<file path="src/hw/reset_ctrl_pkg.sv">
/*
 * constants shared by the reset controller: timing counts, register
 * offsets, field positions, reset values and the sequencer states.
 * assumes a single 25 MHz system clock.
 */
package reset_ctrl_pkg;
    // system clock rate
    localparam int CLK_HZ = 25_000_000;
    localparam int CLK_MHZ = CLK_HZ / 1_000_000;
    // start-up time-out choices, in microseconds, and in cycles
    localparam int SHORT_TIMEOUT_US = 4100;
    localparam int LONG_TIMEOUT_US = 65000;
    localparam int SHORT_TIMEOUT_CYCLES = SHORT_TIMEOUT_US * CLK_MHZ;
    localparam int LONG_TIMEOUT_CYCLES = LONG_TIMEOUT_US * CLK_MHZ;
    localparam int MIN_TIMEOUT_CYCLES = 6;
    localparam int CNT_W = 21;
    // register byte offsets
    localparam logic [3:0] CAUSE_OFS = 4'h0;
    localparam logic [3:0] IRQ_STATUS_OFS = 4'h4;
    localparam logic [3:0] IRQ_MASK_OFS = 4'h8;
    localparam logic [3:0] STATE_OFS = 4'hC;
    // reset-cause register fields
    localparam int CAUSE_W = 4;
    localparam int POWER_ON_FLAG_BIT = 0;
    localparam int EXTERNAL_FLAG_BIT = 1;
    localparam int BROWNOUT_FLAG_BIT = 2;
    localparam int WATCHDOG_FLAG_BIT = 3;
    localparam int RELEASE_EVT_BIT = 0;
    localparam logic [3:0] CAUSE_RESET = 4'h1;
    localparam logic [3:0] MASK_RESET = 4'h0;
    // address where execution starts after release
    localparam logic [15:0] RESET_VECTOR = 16'h0000;
    // clock-select fuse encodings of the time-out
    typedef enum logic [1:0] {
        SEL_MIN = 2'h0,
        SEL_SHORT = 2'h1,
        SEL_LONG = 2'h2,
        SEL_LONG_ALT = 2'h3
    } clock_select_t;
    // reset sequencer states
    typedef enum logic [1:0] {
        PH_SOURCE = 2'h0,
        PH_DELAY = 2'h1,
        PH_RUN = 2'h2,
        PH_WATCHDOG = 2'h3
    } phase_t;
endpackage : reset_ctrl_pkg

</file>
<file path="src/hw/system_reset_controller.sv">
/*
 * system reset controller: merges power-on, external pin, brown-out and
 * watchdog reset sources, stretches the internal reset by a start-up
 * time-out, records reset causes and serves them over an avalon-mm slave.
 * assumes nrst_in is the power-on detector output (low while supply is
 * low), the pin and brown-out inputs are asynchronous, and the watchdog
 * expiry and fuse inputs are on clk_in or static.
 */

// Summary of operation
// io registers forced; start at reset vector
// io reset immediate, needs no clock
// delay counter stretches reset after sources
// watchdog resets only when enabled
// long pin low pulse resets without clock
// pin rising edge starts delay counter
// power-on holds reset, reasserts immediately
// enabled brown-out resets immediately, then delays
// watchdog pulse one cycle, delay follows
// watchdog flag bit 3, cleared by zero
// brown-out flag bit 2, cleared by zero
// external flag bit 1, cleared by zero
// power-on flag bit 0, software clears only
// software reads then clears flags early
// writing one keeps flag; bits 7-4 zero
// fuse-selected length; restart on reassertion
module system_reset_controller
#(
    parameter int SHORT_TIMEOUT_CYCLES = reset_ctrl_pkg::SHORT_TIMEOUT_CYCLES,
    parameter int LONG_TIMEOUT_CYCLES = reset_ctrl_pkg::LONG_TIMEOUT_CYCLES
)
(
    input wire logic clk_in,
    input wire logic nrst_in,
    input wire logic ext_reset_n_in,
    input wire logic brownout_detect_in,
    input wire logic brownout_enable_fuse_in,
    input wire reset_ctrl_pkg::clock_select_t clock_select_fuses_in,
    input wire logic wdt_expire_in,
    input wire logic wdt_enable_in,
    input wire logic [3:0] address_in,
    input wire logic read_in,
    input wire logic write_in,
    input wire logic [31:0] writedata_in,
    input wire logic [3:0] byteenable_in,
    output logic [31:0] readdata_out,
    output logic waitrequest_out,
    output logic io_reset_out,
    output logic core_reset_out,
    output logic fetch_start_out,
    output logic [15:0] fetch_addr_out,
    output logic irq_out
);
    import reset_ctrl_pkg::*;

    logic src_any_n;
    logic release_sync;
    logic ext_active;
    logic brownout_active;
    logic ext_prev_reg;
    logic brownout_prev_reg;
    logic ext_evt;
    logic brownout_evt;
    logic delay_start;
    logic delay_done;
    logic [CNT_W-1:0] delay_len;
    phase_t phase_reg;
    phase_t phase_next;
    logic [CAUSE_W-1:0] cause_reg;
    logic [CAUSE_W-1:0] cause_set;
    logic [CAUSE_W-1:0] irq_status_reg;
    logic [CAUSE_W-1:0] irq_mask_reg;
    logic [CAUSE_W-1:0] irq_evt;
    logic ack_reg;
    logic bus_req;
    logic wr_take;
    logic rd_take;
    logic [31:0] read_value;

    // time-out length for a fuse setting
    function automatic logic [CNT_W-1:0] timeout_len(input clock_select_t sel);
        case (sel)
            SEL_MIN: timeout_len = CNT_W'(MIN_TIMEOUT_CYCLES);
            SEL_SHORT: timeout_len = CNT_W'(SHORT_TIMEOUT_CYCLES);
            default: timeout_len = CNT_W'(LONG_TIMEOUT_CYCLES);
        endcase
    endfunction : timeout_len

    // word value of a register, upper bits zero
    function automatic logic [31:0] widen(input logic [CAUSE_W-1:0] v);
        widen = {{(32 - CAUSE_W){1'b0}}, v};
    endfunction : widen

    // an active power-on, pin or enabled brown-out source pulls this low at once, clock or not
    assign src_any_n = nrst_in && ext_reset_n_in
        && !(brownout_enable_fuse_in && brownout_detect_in);

    // release edge of all sources, brought onto the clock
    level_sync u_release_sync
    (
        .clk_in(clk_in),
        .nrst_in(src_any_n),
        .d_in(1'b1),
        .q_out(release_sync)
    );

    // pin level seen by the flag logic
    level_sync u_ext_sync
    (
        .clk_in(clk_in),
        .nrst_in(nrst_in),
        .d_in(!ext_reset_n_in),
        .q_out(ext_active)
    );

    // brown-out level, counted only while the enable fuse is set
    level_sync u_brownout_sync
    (
        .clk_in(clk_in),
        .nrst_in(nrst_in),
        .d_in(brownout_enable_fuse_in && brownout_detect_in),
        .q_out(brownout_active)
    );

    // length follows the clock-select fuses
    assign delay_len = timeout_len(clock_select_fuses_in);
    // counter restarts while sources are held and after a watchdog pulse
    assign delay_start = (phase_reg == PH_SOURCE) || (phase_reg == PH_WATCHDOG);

    startup_delay u_delay
    (
        .clk_in(clk_in),
        .nrst_in(release_sync),
        .start_in(delay_start),
        .length_in(delay_len),
        .done_out(delay_done)
    );

    // sequencer next state
    always_comb
    begin
        phase_next = phase_reg;
        case (phase_reg)
            PH_SOURCE: phase_next = PH_DELAY;
            PH_DELAY:
            begin
                if (delay_done)
                    phase_next = PH_RUN;
            end
            PH_RUN:
            begin
                if (wdt_expire_in && wdt_enable_in)
                    phase_next = PH_WATCHDOG;
            end
            PH_WATCHDOG: phase_next = PH_DELAY;
            default: phase_next = PH_SOURCE;
        endcase
    end

    // sequencer held in the source state until all sources release
    always_ff @(posedge clk_in or negedge release_sync)
    begin
        if (!release_sync)
            phase_reg <= PH_SOURCE;
        else
            phase_reg <= phase_next;
    end

    // internal reset until running; io reset also follows raw sources
    assign core_reset_out = (phase_reg != PH_RUN);
    assign io_reset_out = !src_any_n || core_reset_out;

    // start pulse and vector address at the release
    always_ff @(posedge clk_in or negedge nrst_in)
    begin
        if (!nrst_in)
        begin
            fetch_start_out <= 1'b0;
            fetch_addr_out <= RESET_VECTOR;
        end
        else
        begin
            fetch_start_out <= (phase_reg == PH_DELAY) && delay_done;
            fetch_addr_out <= RESET_VECTOR;
        end
    end

    // rising edges of the synchronised levels
    always_ff @(posedge clk_in or negedge nrst_in)
    begin
        if (!nrst_in)
        begin
            ext_prev_reg <= 1'b0;
            brownout_prev_reg <= 1'b0;
        end
        else
        begin
            ext_prev_reg <= ext_active;
            brownout_prev_reg <= brownout_active;
        end
    end
    assign ext_evt = ext_active && !ext_prev_reg;
    assign brownout_evt = brownout_active && !brownout_prev_reg;

    // causes raised this cycle
    always_comb
    begin
        cause_set = '0;
        cause_set[WATCHDOG_FLAG_BIT] = (phase_reg == PH_WATCHDOG);
        cause_set[BROWNOUT_FLAG_BIT] = brownout_active;
        cause_set[EXTERNAL_FLAG_BIT] = ext_active;
    end

    // bus handshake: one wait cycle, then the answer
    assign bus_req = read_in || write_in;
    assign waitrequest_out = bus_req && !ack_reg;
    assign wr_take = write_in && ack_reg;
    assign rd_take = read_in && ack_reg;

    always_ff @(posedge clk_in or negedge nrst_in)
    begin
        if (!nrst_in)
            ack_reg <= 1'b0;
        else
            ack_reg <= bus_req && !ack_reg;
    end

    // cause flags survive all but power-on; a set beats a clear
    always_ff @(posedge clk_in or negedge nrst_in)
    begin
        if (!nrst_in)
            cause_reg <= CAUSE_RESET;
        else if (wr_take && address_in == CAUSE_OFS && byteenable_in[0])
            cause_reg <= (cause_reg & writedata_in[CAUSE_W-1:0]) | cause_set;
        else
            cause_reg <= cause_reg | cause_set;
    end

    // interrupt events: release plus the pin, brown-out and watchdog causes
    always_comb
    begin
        irq_evt = '0;
        irq_evt[RELEASE_EVT_BIT] = (phase_reg == PH_DELAY) && delay_done;
        irq_evt[EXTERNAL_FLAG_BIT] = ext_evt;
        irq_evt[BROWNOUT_FLAG_BIT] = brownout_evt;
        irq_evt[WATCHDOG_FLAG_BIT] = (phase_reg == PH_WATCHDOG);
    end

    // sticky status, cleared by a read, set wins over clear
    always_ff @(posedge clk_in or negedge nrst_in)
    begin
        if (!nrst_in)
            irq_status_reg <= '0;
        else if (rd_take && address_in == IRQ_STATUS_OFS)
            // clear only the bits that the read returned, so none is lost
            irq_status_reg <= (irq_status_reg & ~readdata_out[CAUSE_W-1:0]) | irq_evt;
        else
            irq_status_reg <= irq_status_reg | irq_evt;
    end

    // interrupt mask
    always_ff @(posedge clk_in or negedge nrst_in)
    begin
        if (!nrst_in)
            irq_mask_reg <= MASK_RESET;
        else if (wr_take && address_in == IRQ_MASK_OFS && byteenable_in[0])
            irq_mask_reg <= writedata_in[CAUSE_W-1:0];
    end

    assign irq_out = |(irq_status_reg & irq_mask_reg);

    // read mux; unmapped offsets read zero
    always_comb
    begin
        case (address_in)
            CAUSE_OFS: read_value = widen(cause_reg);
            IRQ_STATUS_OFS: read_value = widen(irq_status_reg);
            IRQ_MASK_OFS: read_value = widen(irq_mask_reg);
            STATE_OFS: read_value = {28'h0000000, clock_select_fuses_in, phase_reg};
            default: read_value = 32'h00000000;
        endcase
    end

    // read data captured in the wait cycle, stands in the answer cycle
    always_ff @(posedge clk_in or negedge nrst_in)
    begin
        if (!nrst_in)
            readdata_out <= 32'h00000000;
        else if (read_in && !ack_reg)
            readdata_out <= read_value;
    end
endmodule : system_reset_controller

</file>
<file path="src/hw/level_sync.sv">
/*
 * two-flip-flop synchroniser for one level.
 * assumes an asynchronous active-low reset that clears both stages.
 */
module level_sync
(
    input wire logic clk_in,
    input wire logic nrst_in,
    input wire logic d_in,
    output logic q_out
);
    logic meta_reg;

    // first stage feeds only the second
    always_ff @(posedge clk_in or negedge nrst_in)
    begin
        if (!nrst_in)
        begin
            meta_reg <= 1'b0;
            q_out <= 1'b0;
        end
        else
        begin
            meta_reg <= d_in;
            q_out <= meta_reg;
        end
    end
endmodule : level_sync

</file>
<file path="src/hw/startup_delay.sv">
/*
 * start-up delay counter: counts up to a selected length after a start.
 * assumes start is held or pulsed by the sequencer on the same clock.
 */
module startup_delay
    import reset_ctrl_pkg::*;
(
    input wire logic clk_in,
    input wire logic nrst_in,
    input wire logic start_in,
    input wire logic [reset_ctrl_pkg::CNT_W-1:0] length_in,
    output logic done_out
);
    logic [CNT_W-1:0] count_reg;

    // restart on every start, else count until the length is reached
    always_ff @(posedge clk_in or negedge nrst_in)
    begin
        if (!nrst_in)
            count_reg <= '0;
        else if (start_in)
            count_reg <= '0;
        else if (count_reg < length_in)
            count_reg <= count_reg + 1'b1;
    end

    // finished once the count covers the length
    assign done_out = !start_in && (count_reg >= length_in);
endmodule : startup_delay

</file>
<file path="config.mk">
export PLATFORM = sky130hd
export DESIGN_NAME = system_reset_controller
export DESIGN_NICKNAME = d
export VERILOG_FILES = /design/src/hw/reset_ctrl_pkg.sv /design/src/hw/system_reset_controller.sv /design/src/hw/level_sync.sv /design/src/hw/startup_delay.sv
export SDC_FILE = /design/constraint.sdc
export NUM_CORES = 1
export LEC_CHECK = 0
export ABC_CLOCK_PERIOD_IN_PS = 2300
export BUFFER_PORTS_ARGS = -buffer_cell sky130_fd_sc_hd__buf_2
export CORE_ASPECT_RATIO = 0.7
export CORE_MARGIN = 1.5
export CORE_UTILIZATION = 55
export CTS_CLUSTER_SIZE = 28
export DETAILED_ROUTE_END_ITERATION = 8
export PLACE_DENSITY = 0.89
export SLEW_MARGIN = 20
export SYNTH_ARGS = -nofsm -noshare
export SYNTH_HDL_FRONTEND = slang
export SYNTH_SLANG_ARGS = --single-unit
</file>
<file path="constraint.sdc">
create_clock -name clk_in -period 2.3 [get_ports clk_in]
set_clock_uncertainty 0.2 [all_clocks]
set_input_delay 0.46 -clock clk_in [delete_from_list [all_inputs] [get_ports clk_in]]
set_output_delay 0.46 -clock clk_in [all_outputs]
set_load 0.1 [all_outputs]
</file>
==> results of run 1 <==
[kinds of logic after synthesis]
group | after synthesis
xor+xnor | 2
simple gates | 108
buf+inv | 68
mux | 18
other cells | 2
fa+ha+maj | 20
compound gates | 51
flops | 49
[repair_timing]
action,CTS,global route
hold buffers,2,0
endpoints found under the hold margin,25,0
setup buffers,11,1
pin swaps,19,5
setup endpoints to repair,24,25
resized for setup,36,4
[power by group through the flow]
stage | clock, uW | sequential (uW) | combinational, uW
2_1_floorplan | 0 | 1080 | 1040
4_1_cts | 656 | 997 | 1400
3_3_place_gp | 0 | 1010 | 1310
3_5_place_dp | 0 | 1010 | 1360
5_1_grt | 699 | 1010 | 1550
6_report | 653 | 1000 | 1460
[per-stage QoR]
| step | TNS, ps | hold WS (ps) | cells |
|---|---|---|---|
| final | -8200 | 41.3 | 477 |
| after CTS | -6940 | 54.2 | 478 |
| after floorplan | -7670 | -35.6 | 361 |
| after global placement | -14000 | 22.1 | 458 |
| after detailed placement | -16190 | 44.5 | 458 |
| after global routing | -9930 | 84.9 | 477 |
[per-layer routing]
metal	part of all wire, %	GRT usage, %	wire length (um)	vias up
met5	0	0	0	-
met4	2.2	7.50	192	0
met2	46	49.6	3970	153
li1	-	-	-	1204
met1	41	40.4	3560	1321
met3	10	9.14	892	24
[cells in the final DEF (no fill, tap or decap), types with 8 or more instances in the layout]
master   count
dfrtp_1     48
ha_1        16
nand2_1     26
nor2b_1     10
conb_1      45
a21oi_1     10
buf_2       27
inv_1       15
nand3_1      9
mux2_4       8
buf_4       48
buf_6        9
o21ai_0     12
nor2_1      19
[cell type report]
class / instances / area share (%)
Sequential cell: 49 / 30.5
Tap cell: 72 / 2.24
Multi-Input combinational cell: 244 / 46.7
Inverter: 16 / 1.58
Clock buffer: 5 / 1.71
Clock inverter: 3 / 1.18
Timing Repair Buffer: 88 / 16.2
[worst min-delay path by stage]
stage / from / cells past startpoint / to
global route: u_release_sync.q_out / 1 / u_delay.count_reg[1]
global placement: u_release_sync.q_out / 1 / u_delay.count_reg[1]
CTS: u_release_sync.q_out / 1 / u_delay.count_reg[6]
detailed placement: u_release_sync.q_out / 1 / u_delay.count_reg[6]
floorplan: nrst_in / 0 / ack_reg
finish: u_release_sync.q_out / 1 / u_delay.count_reg[5]
==> impl_results.md, run 1 <==
* Status: finished, violations left
* Violated checks: negative setup slack
* Complex-gate fraction of the synthesized area at 11.1%
* Clk_lat worst skew at about 320 ps
* Worst hold-check path type: register to asynchronous set/reset pin
* Overflow after GRT at 0
* PD cells at 774 mW/mm^2
* Yosys top cell area share at 38.9%
* Cells along the critical path: buf_8 -> clkinvlp_4 -> buf_12 -> ha_4 -> nand3_4 -> or4_4 -> or4_4 -> and2_4 -> a221oi_2 -> mux2i_1
* Number of remaining DRC errors at 0
* R2r endpoint: u_delay.count_reg[20]
* CP Capture Type: register
* Via count at 2702
* Cell count along the critical path at 10
* Post-synthesis simple-gate area fraction at 18.6%
* Register-to-Register Setup Slack at -440 ps
* Crit path capture: phase_reg[0]
* Multiplexer share of the synthesized area at 7.98%
* Area after DPL at ~0.0036 mm^2
* Max IR drop VDD at between 0.7 and 0.8 mV
* Critical path class: primary input to register
* Pint at ~1700 uW
* Synth cell count leaders: dfrtp_1 (48), buf_4 (44), nand2_1 (28)
* Clock-pin slew on the worst setup and hold paths at 100 ps
* # clock sinks at 49
* Detail Route Antenna Nets at 0
* ANT cells at 0
* Chip height at 65.7 um
* CP delay by family, top: simple AND/OR/NAND/NOR gates
* Critical Path RT at 2340 ps
* Core area at 0.00531 mm^2
* 1st-pass router iterations at 7
* DIE AREA at 0.00608 mm^2
* Max H-tree Level at 2
* Sequential share of the synthesized area at 39.7%
* RSZ-0062 raised after global routing: yes
* Register share of total power at 32.1%
* Final Hold Vio Count at 0
* Clk buf depth at 2
* Port Buf Inserts at 28
* Worst Path Arrival at 2820 ps
* Main combinational cell family by area after synthesis: simple AND/OR/NAND/NOR gates
* Final setup fails at 25
* Layout Nets at about 480
* FILL cells at approximately 300
* CP peak stage delay at 530 ps
* First-iteration detailed-routing DRC count at about 410
* Slew Viols, Final at 0
* Netlist Area Pre-Place at 0.00309 mm^2
* Prevailing post-synth register cell: dfrtp_1
* Drt via density at 5.66
* Layout Utilization at approximately three quarters
* Reg2Reg Depth at 8
* Clock root buffer: clkbuf_8
* Comb power frac at 46.9%
* Worst Path Max Fanout at 5
* Startpoint Class: primary input
* Detail Placement HPWL at 5.74 mm
* Final worst path period need at roughly 2800 ps
* Syn Area/Cell at 9.71 um^2
* Num ports at 104
* Post-synth EDFFs at 0
* RePlAce Congestion at between 0.8 and 0.9
* CTS Buf Count at 5
* Switch share at between 40 and 50%
* Top cells by area, synth: dfrtp_1 (39%), buf_4 (11%), ha_1 (8.1%), mux2_2 (4.7%), nand2_1 (3.4%)
* Synth area leader: dfrtp_1
* Initial Util at 58.1%
* Synth Area in XOR/XNOR at 0.567%
* Post-synth ARST share at 100%
* Final period utilization at 121%
* Synth Instances at approximately 320
* Area of all placed cells without fillers at roughly 0.0040 mm^2
* CP most frequent cell: or4_4
* Initial antenna violation count at 0
* FF-to-FF Start: u_delay.count_reg[3]
* Clock Power Share at 20.9%
* Area of the multi-input gates at 0.00188 mm^2
* Final worst slack at -480 ps
* Cell with the most instances after synthesis: dfrtp_1
* Design Power at 3120 uW
* CTS tree: built
* Fmax at 360 MHz
* Pre-CTS setup slack at -824 ps
* Synth cell types at 45
* Syn-to-layout area delta at 30.5%
* Drt wl/cell at 18.1 um
* CP Launch Point: clock_select_fuses_in[1]
* Synth Area in Adders at approximately 8.1%
* Net Switching at 1450 uW
* Final WL at 8.62 mm
* Row Count at 22
* Gr usage total at 30.6%
* Share of cells above drive strength 1 at 37.5%
* Worst Path Buf+Inv at 3
* Synth Warn # at 0
* Number of global-route vias before repair at between 2k and 3k
* Max reg flops at 21
* Max Cap Viol at 0
* Slowest stage cell, crit path: or4_4
* Chip Width at 92.6 um
* Largest net degree at the start of global routing at 34
* #FFs+latches synth at 49
* FF/Latch Area at 0.00123 mm^2
* LEAKAGE at ~0.0019 uW
* First-pass GRT wire length at 13.8 mm
(Power assumes the default switching activity.)
==> inputs of run 2 (changes only) <==
- ABC_CLOCK_PERIOD_IN_PS: 2300 -> 2960
- CORE_UTILIZATION: 55 -> 52
- CTS_BUF_LIST: unset -> sky130_fd_sc_hd__clkbuf_2 sky130_fd_sc_hd__clkbuf_4 sky130_fd_sc_hd__clkbuf_8
- PLACE_DENSITY: 0.89 -> 0.85
- clock period: 2.3 -> 2.96 ns (I/O delays scaled with it)
==> run 2 against run 1 <==
  * Register-to-register slack better by 630 ps
  * Sequential share of layout area up 3.0 points
  * Via count decreased by 6.8%
  * Hold slack got worse by 24 ps
  * Clock-buffer cell count is the same
  * Clock power is 38% lower
  * Critical path type unchanged
  * First-iteration DRC count decreased by 38%
  * Largest cell class unchanged
  * Highest routed layer unchanged
  * Cell count fell by 6.3%
  * The flow now finishes without violations
==> impl_results.md, run 2 (same netlist as run 1, synthesis figures left out) <==
* Setup TNS at 0 ps
* ANT cells at 0
* Num ports at 104
* Max Cap Viol at 0
* Met3 GRT Util at 4.84%
* Chip Width at 95.1 um
* Port Buf Inserts at 28
* Pint at 1150 uW
* Status: finished, final reports clean
* FILL cells at 454
* Overflow after GRT at 0
* GR Util met2 at between 30% and 40%
* Final Hold Vio Count at 0
* Largest net degree at the start of global routing at 34
* LEAKAGE at 0.00166 uW
* Max H-tree Level at 2
* Comb power frac at 45.1%
* Detail Route Antenna Nets at 0
* Detail Placement HPWL at 4.80 mm
* CP delay by family, top: compound AO/OA/AOI/OAI gates
* Net Switching at 1060 uW
* Register share of total power at between 30% and 40%
* Worst-Margin Slew at 532 ps
* Final worst path period need at 2920 ps
* Slew Viols, Final at 0
* Chip height at 67.5 um
* Layout Utilization at 64.1%
* Clock Power Share at about 18%
* PD cells at 602 mW/mm^2
* CP Capture Type: register
* Clk_lat worst skew at 320 ps
* FF-to-FF Start: u_delay.count_reg[3]
* Initial antenna violation count at 0
* GR peak layer: met2
* Fmax at 343 MHz
* Final period utilization at 98.6%
* Row Count at 23
* Startpoint Class: primary input
* Clock-pin slew on the worst setup and hold paths at about 100 ps
* Commonest cells after routing, fill and taps aside: dfrtp_1 (47), conb_1 (45), nand2_1 (27), buf_2 (27)
* Critical path class: primary input to register
* Clock root buffer: clkbuf_8
* Number of remaining DRC errors at 0
* Area after DPL at roughly 0.0033 mm^2
* Syn-to-layout area delta at 18.9%
* Drt via density at 5.63
* Max IR drop VDD at between 0.3 and 0.4 mV
* Switch share at 48.0%
* 1st-pass router iterations at 5
* DIE AREA at about 0.0064 mm^2
* Worst hold-check path type: primary input to asynchronous set/reset pin
* Hold_buf cts at 0
* Area of all placed cells without fillers at 0.00367 mm^2
* Critical Path RT at 3010 ps
* Core area at 0.00573 mm^2
* Number of global-route vias before repair at 2254
* Clk buf depth at 2
* Cells along the critical path: buf_6 -> clkinvlp_4 -> buf_6 -> ha_4 -> nand4b_1 -> a211oi_2 -> a211oi_4 -> buf_6 -> buf_4 -> o21a_4 -> buf_4 -> a221oi_2 -> mux2i_1
* Hold WS at 17.5 ps
* First-iteration detailed-routing DRC count at approximately 250
* Slowest stage cell, crit path: a211oi_2
* Initial Util at between 50 and 60%
* RePlAce Congestion at 0.899
* CTS tree: built
* CP most frequent cell: buf_6
* Final WL at 7.06 mm
* Gr usage total at 22.1%
* Layout Nets at 442
* Worst Path Arrival at 2970 ps
* Most common cell after layout, fill and taps aside: dfrtp_1
* Relative slew slack at 64.5%
* CP peak stage delay at 350 ps
* Worst Path Max Fanout at 4
* Worst Path Buf+Inv at 6
* Routing usage on met1 at 29.5%
* First-pass GRT wire length at between 10 and 15 mm
* # clock sinks at 49
* CTS Buf Count at 5
* Drt wl/cell at 15.8 um
* Final setup fails at 0
* Via count at 2518
* Max reg flops at 21
* CP Launch Point: clock_select_fuses_in[1]
* Share of cells above drive strength 1 at 30.9%
-- run 2: cell types whose count changed in the layout (fill, tap and decap cells not counted), sizes merged --
cell / delta
inv: -1
clkinvlp: +1
o21ai: +2
clkinv: +1
buf: -33
dlygate4sd3: -2
bufinv: -1
-- run 2: power by group through the flow --
stage	sequential (uW)	combinational, uW	clock, uW
after floorplan	836	799	0
after global placement	813	927	0
after detailed placement	818	954	0
after CTS	806	960	413
after global routing	819	1060	440
final	807	995	407
-- run 2: what timing repair did --
item                       CTS  global route
setup endpoints to repair    7            19
cloned                       0             2
resized for setup            1            29
buffers inserted             0            10
pin swaps                    0            11
hold endpoints to repair     0             0
-- run 2: cell type report --
class	instances	area (um^2)	share of cell area, %
clock buffer	5	68.8	1.87
timing repair buffer	53	349	9.51
inverter	16	63.8	1.74
clock inverter	3	21.3	0.579
sequential	49	1230	33.5
tap	75	93.8	2.56
multi-input combinational	246	1850	50.3
-- run 2: worst register-to-register path: stages, from the launching register on --
cell and delay, ps:
dfrtp_1 460, ha_1 340, a211oi_1 310, a211oi_2 150, a211oi_4 260, buf_4 190, o21ai_4 90, buf_4 170
or4_1 460, nand2_1 80
-- run 2: final timing paths --
check / cells past startpoint / end / slack (ps)
worst min register to register: 0 / u_delay.count_reg[1] / 50
max in group asynchronous: 0 / u_delay.count_reg[15] / 2140
worst min-delay path: 2 / u_release_sync.meta_reg / 20
min in group clk_in: 0 / u_brownout_sync.q_out / 150
worst max register to register: 9 / u_delay.count_reg[11] / 190
worst max-delay path: 13 / phase_reg[0] / 40
-- run 2: routing by layer --
layer	part of all wire, %	up-vias
met5	0	-
met4	3.2	0
met3	8.4	29
met2	46	155
met1	42	1199
li1	-	1135
-- run 2: metrics by stage --
step / power [uW] / std cells / setup WS [ps]
finish: 2210 / 447 / 42.6
global route: 2320 / 447 / -59.0
CTS: 2180 / 436 / 13.4
detailed placement: 1770 / 428 / -337
global placement: 1740 / 428 / -285
floorplan: 1640 / 361 / 6.40
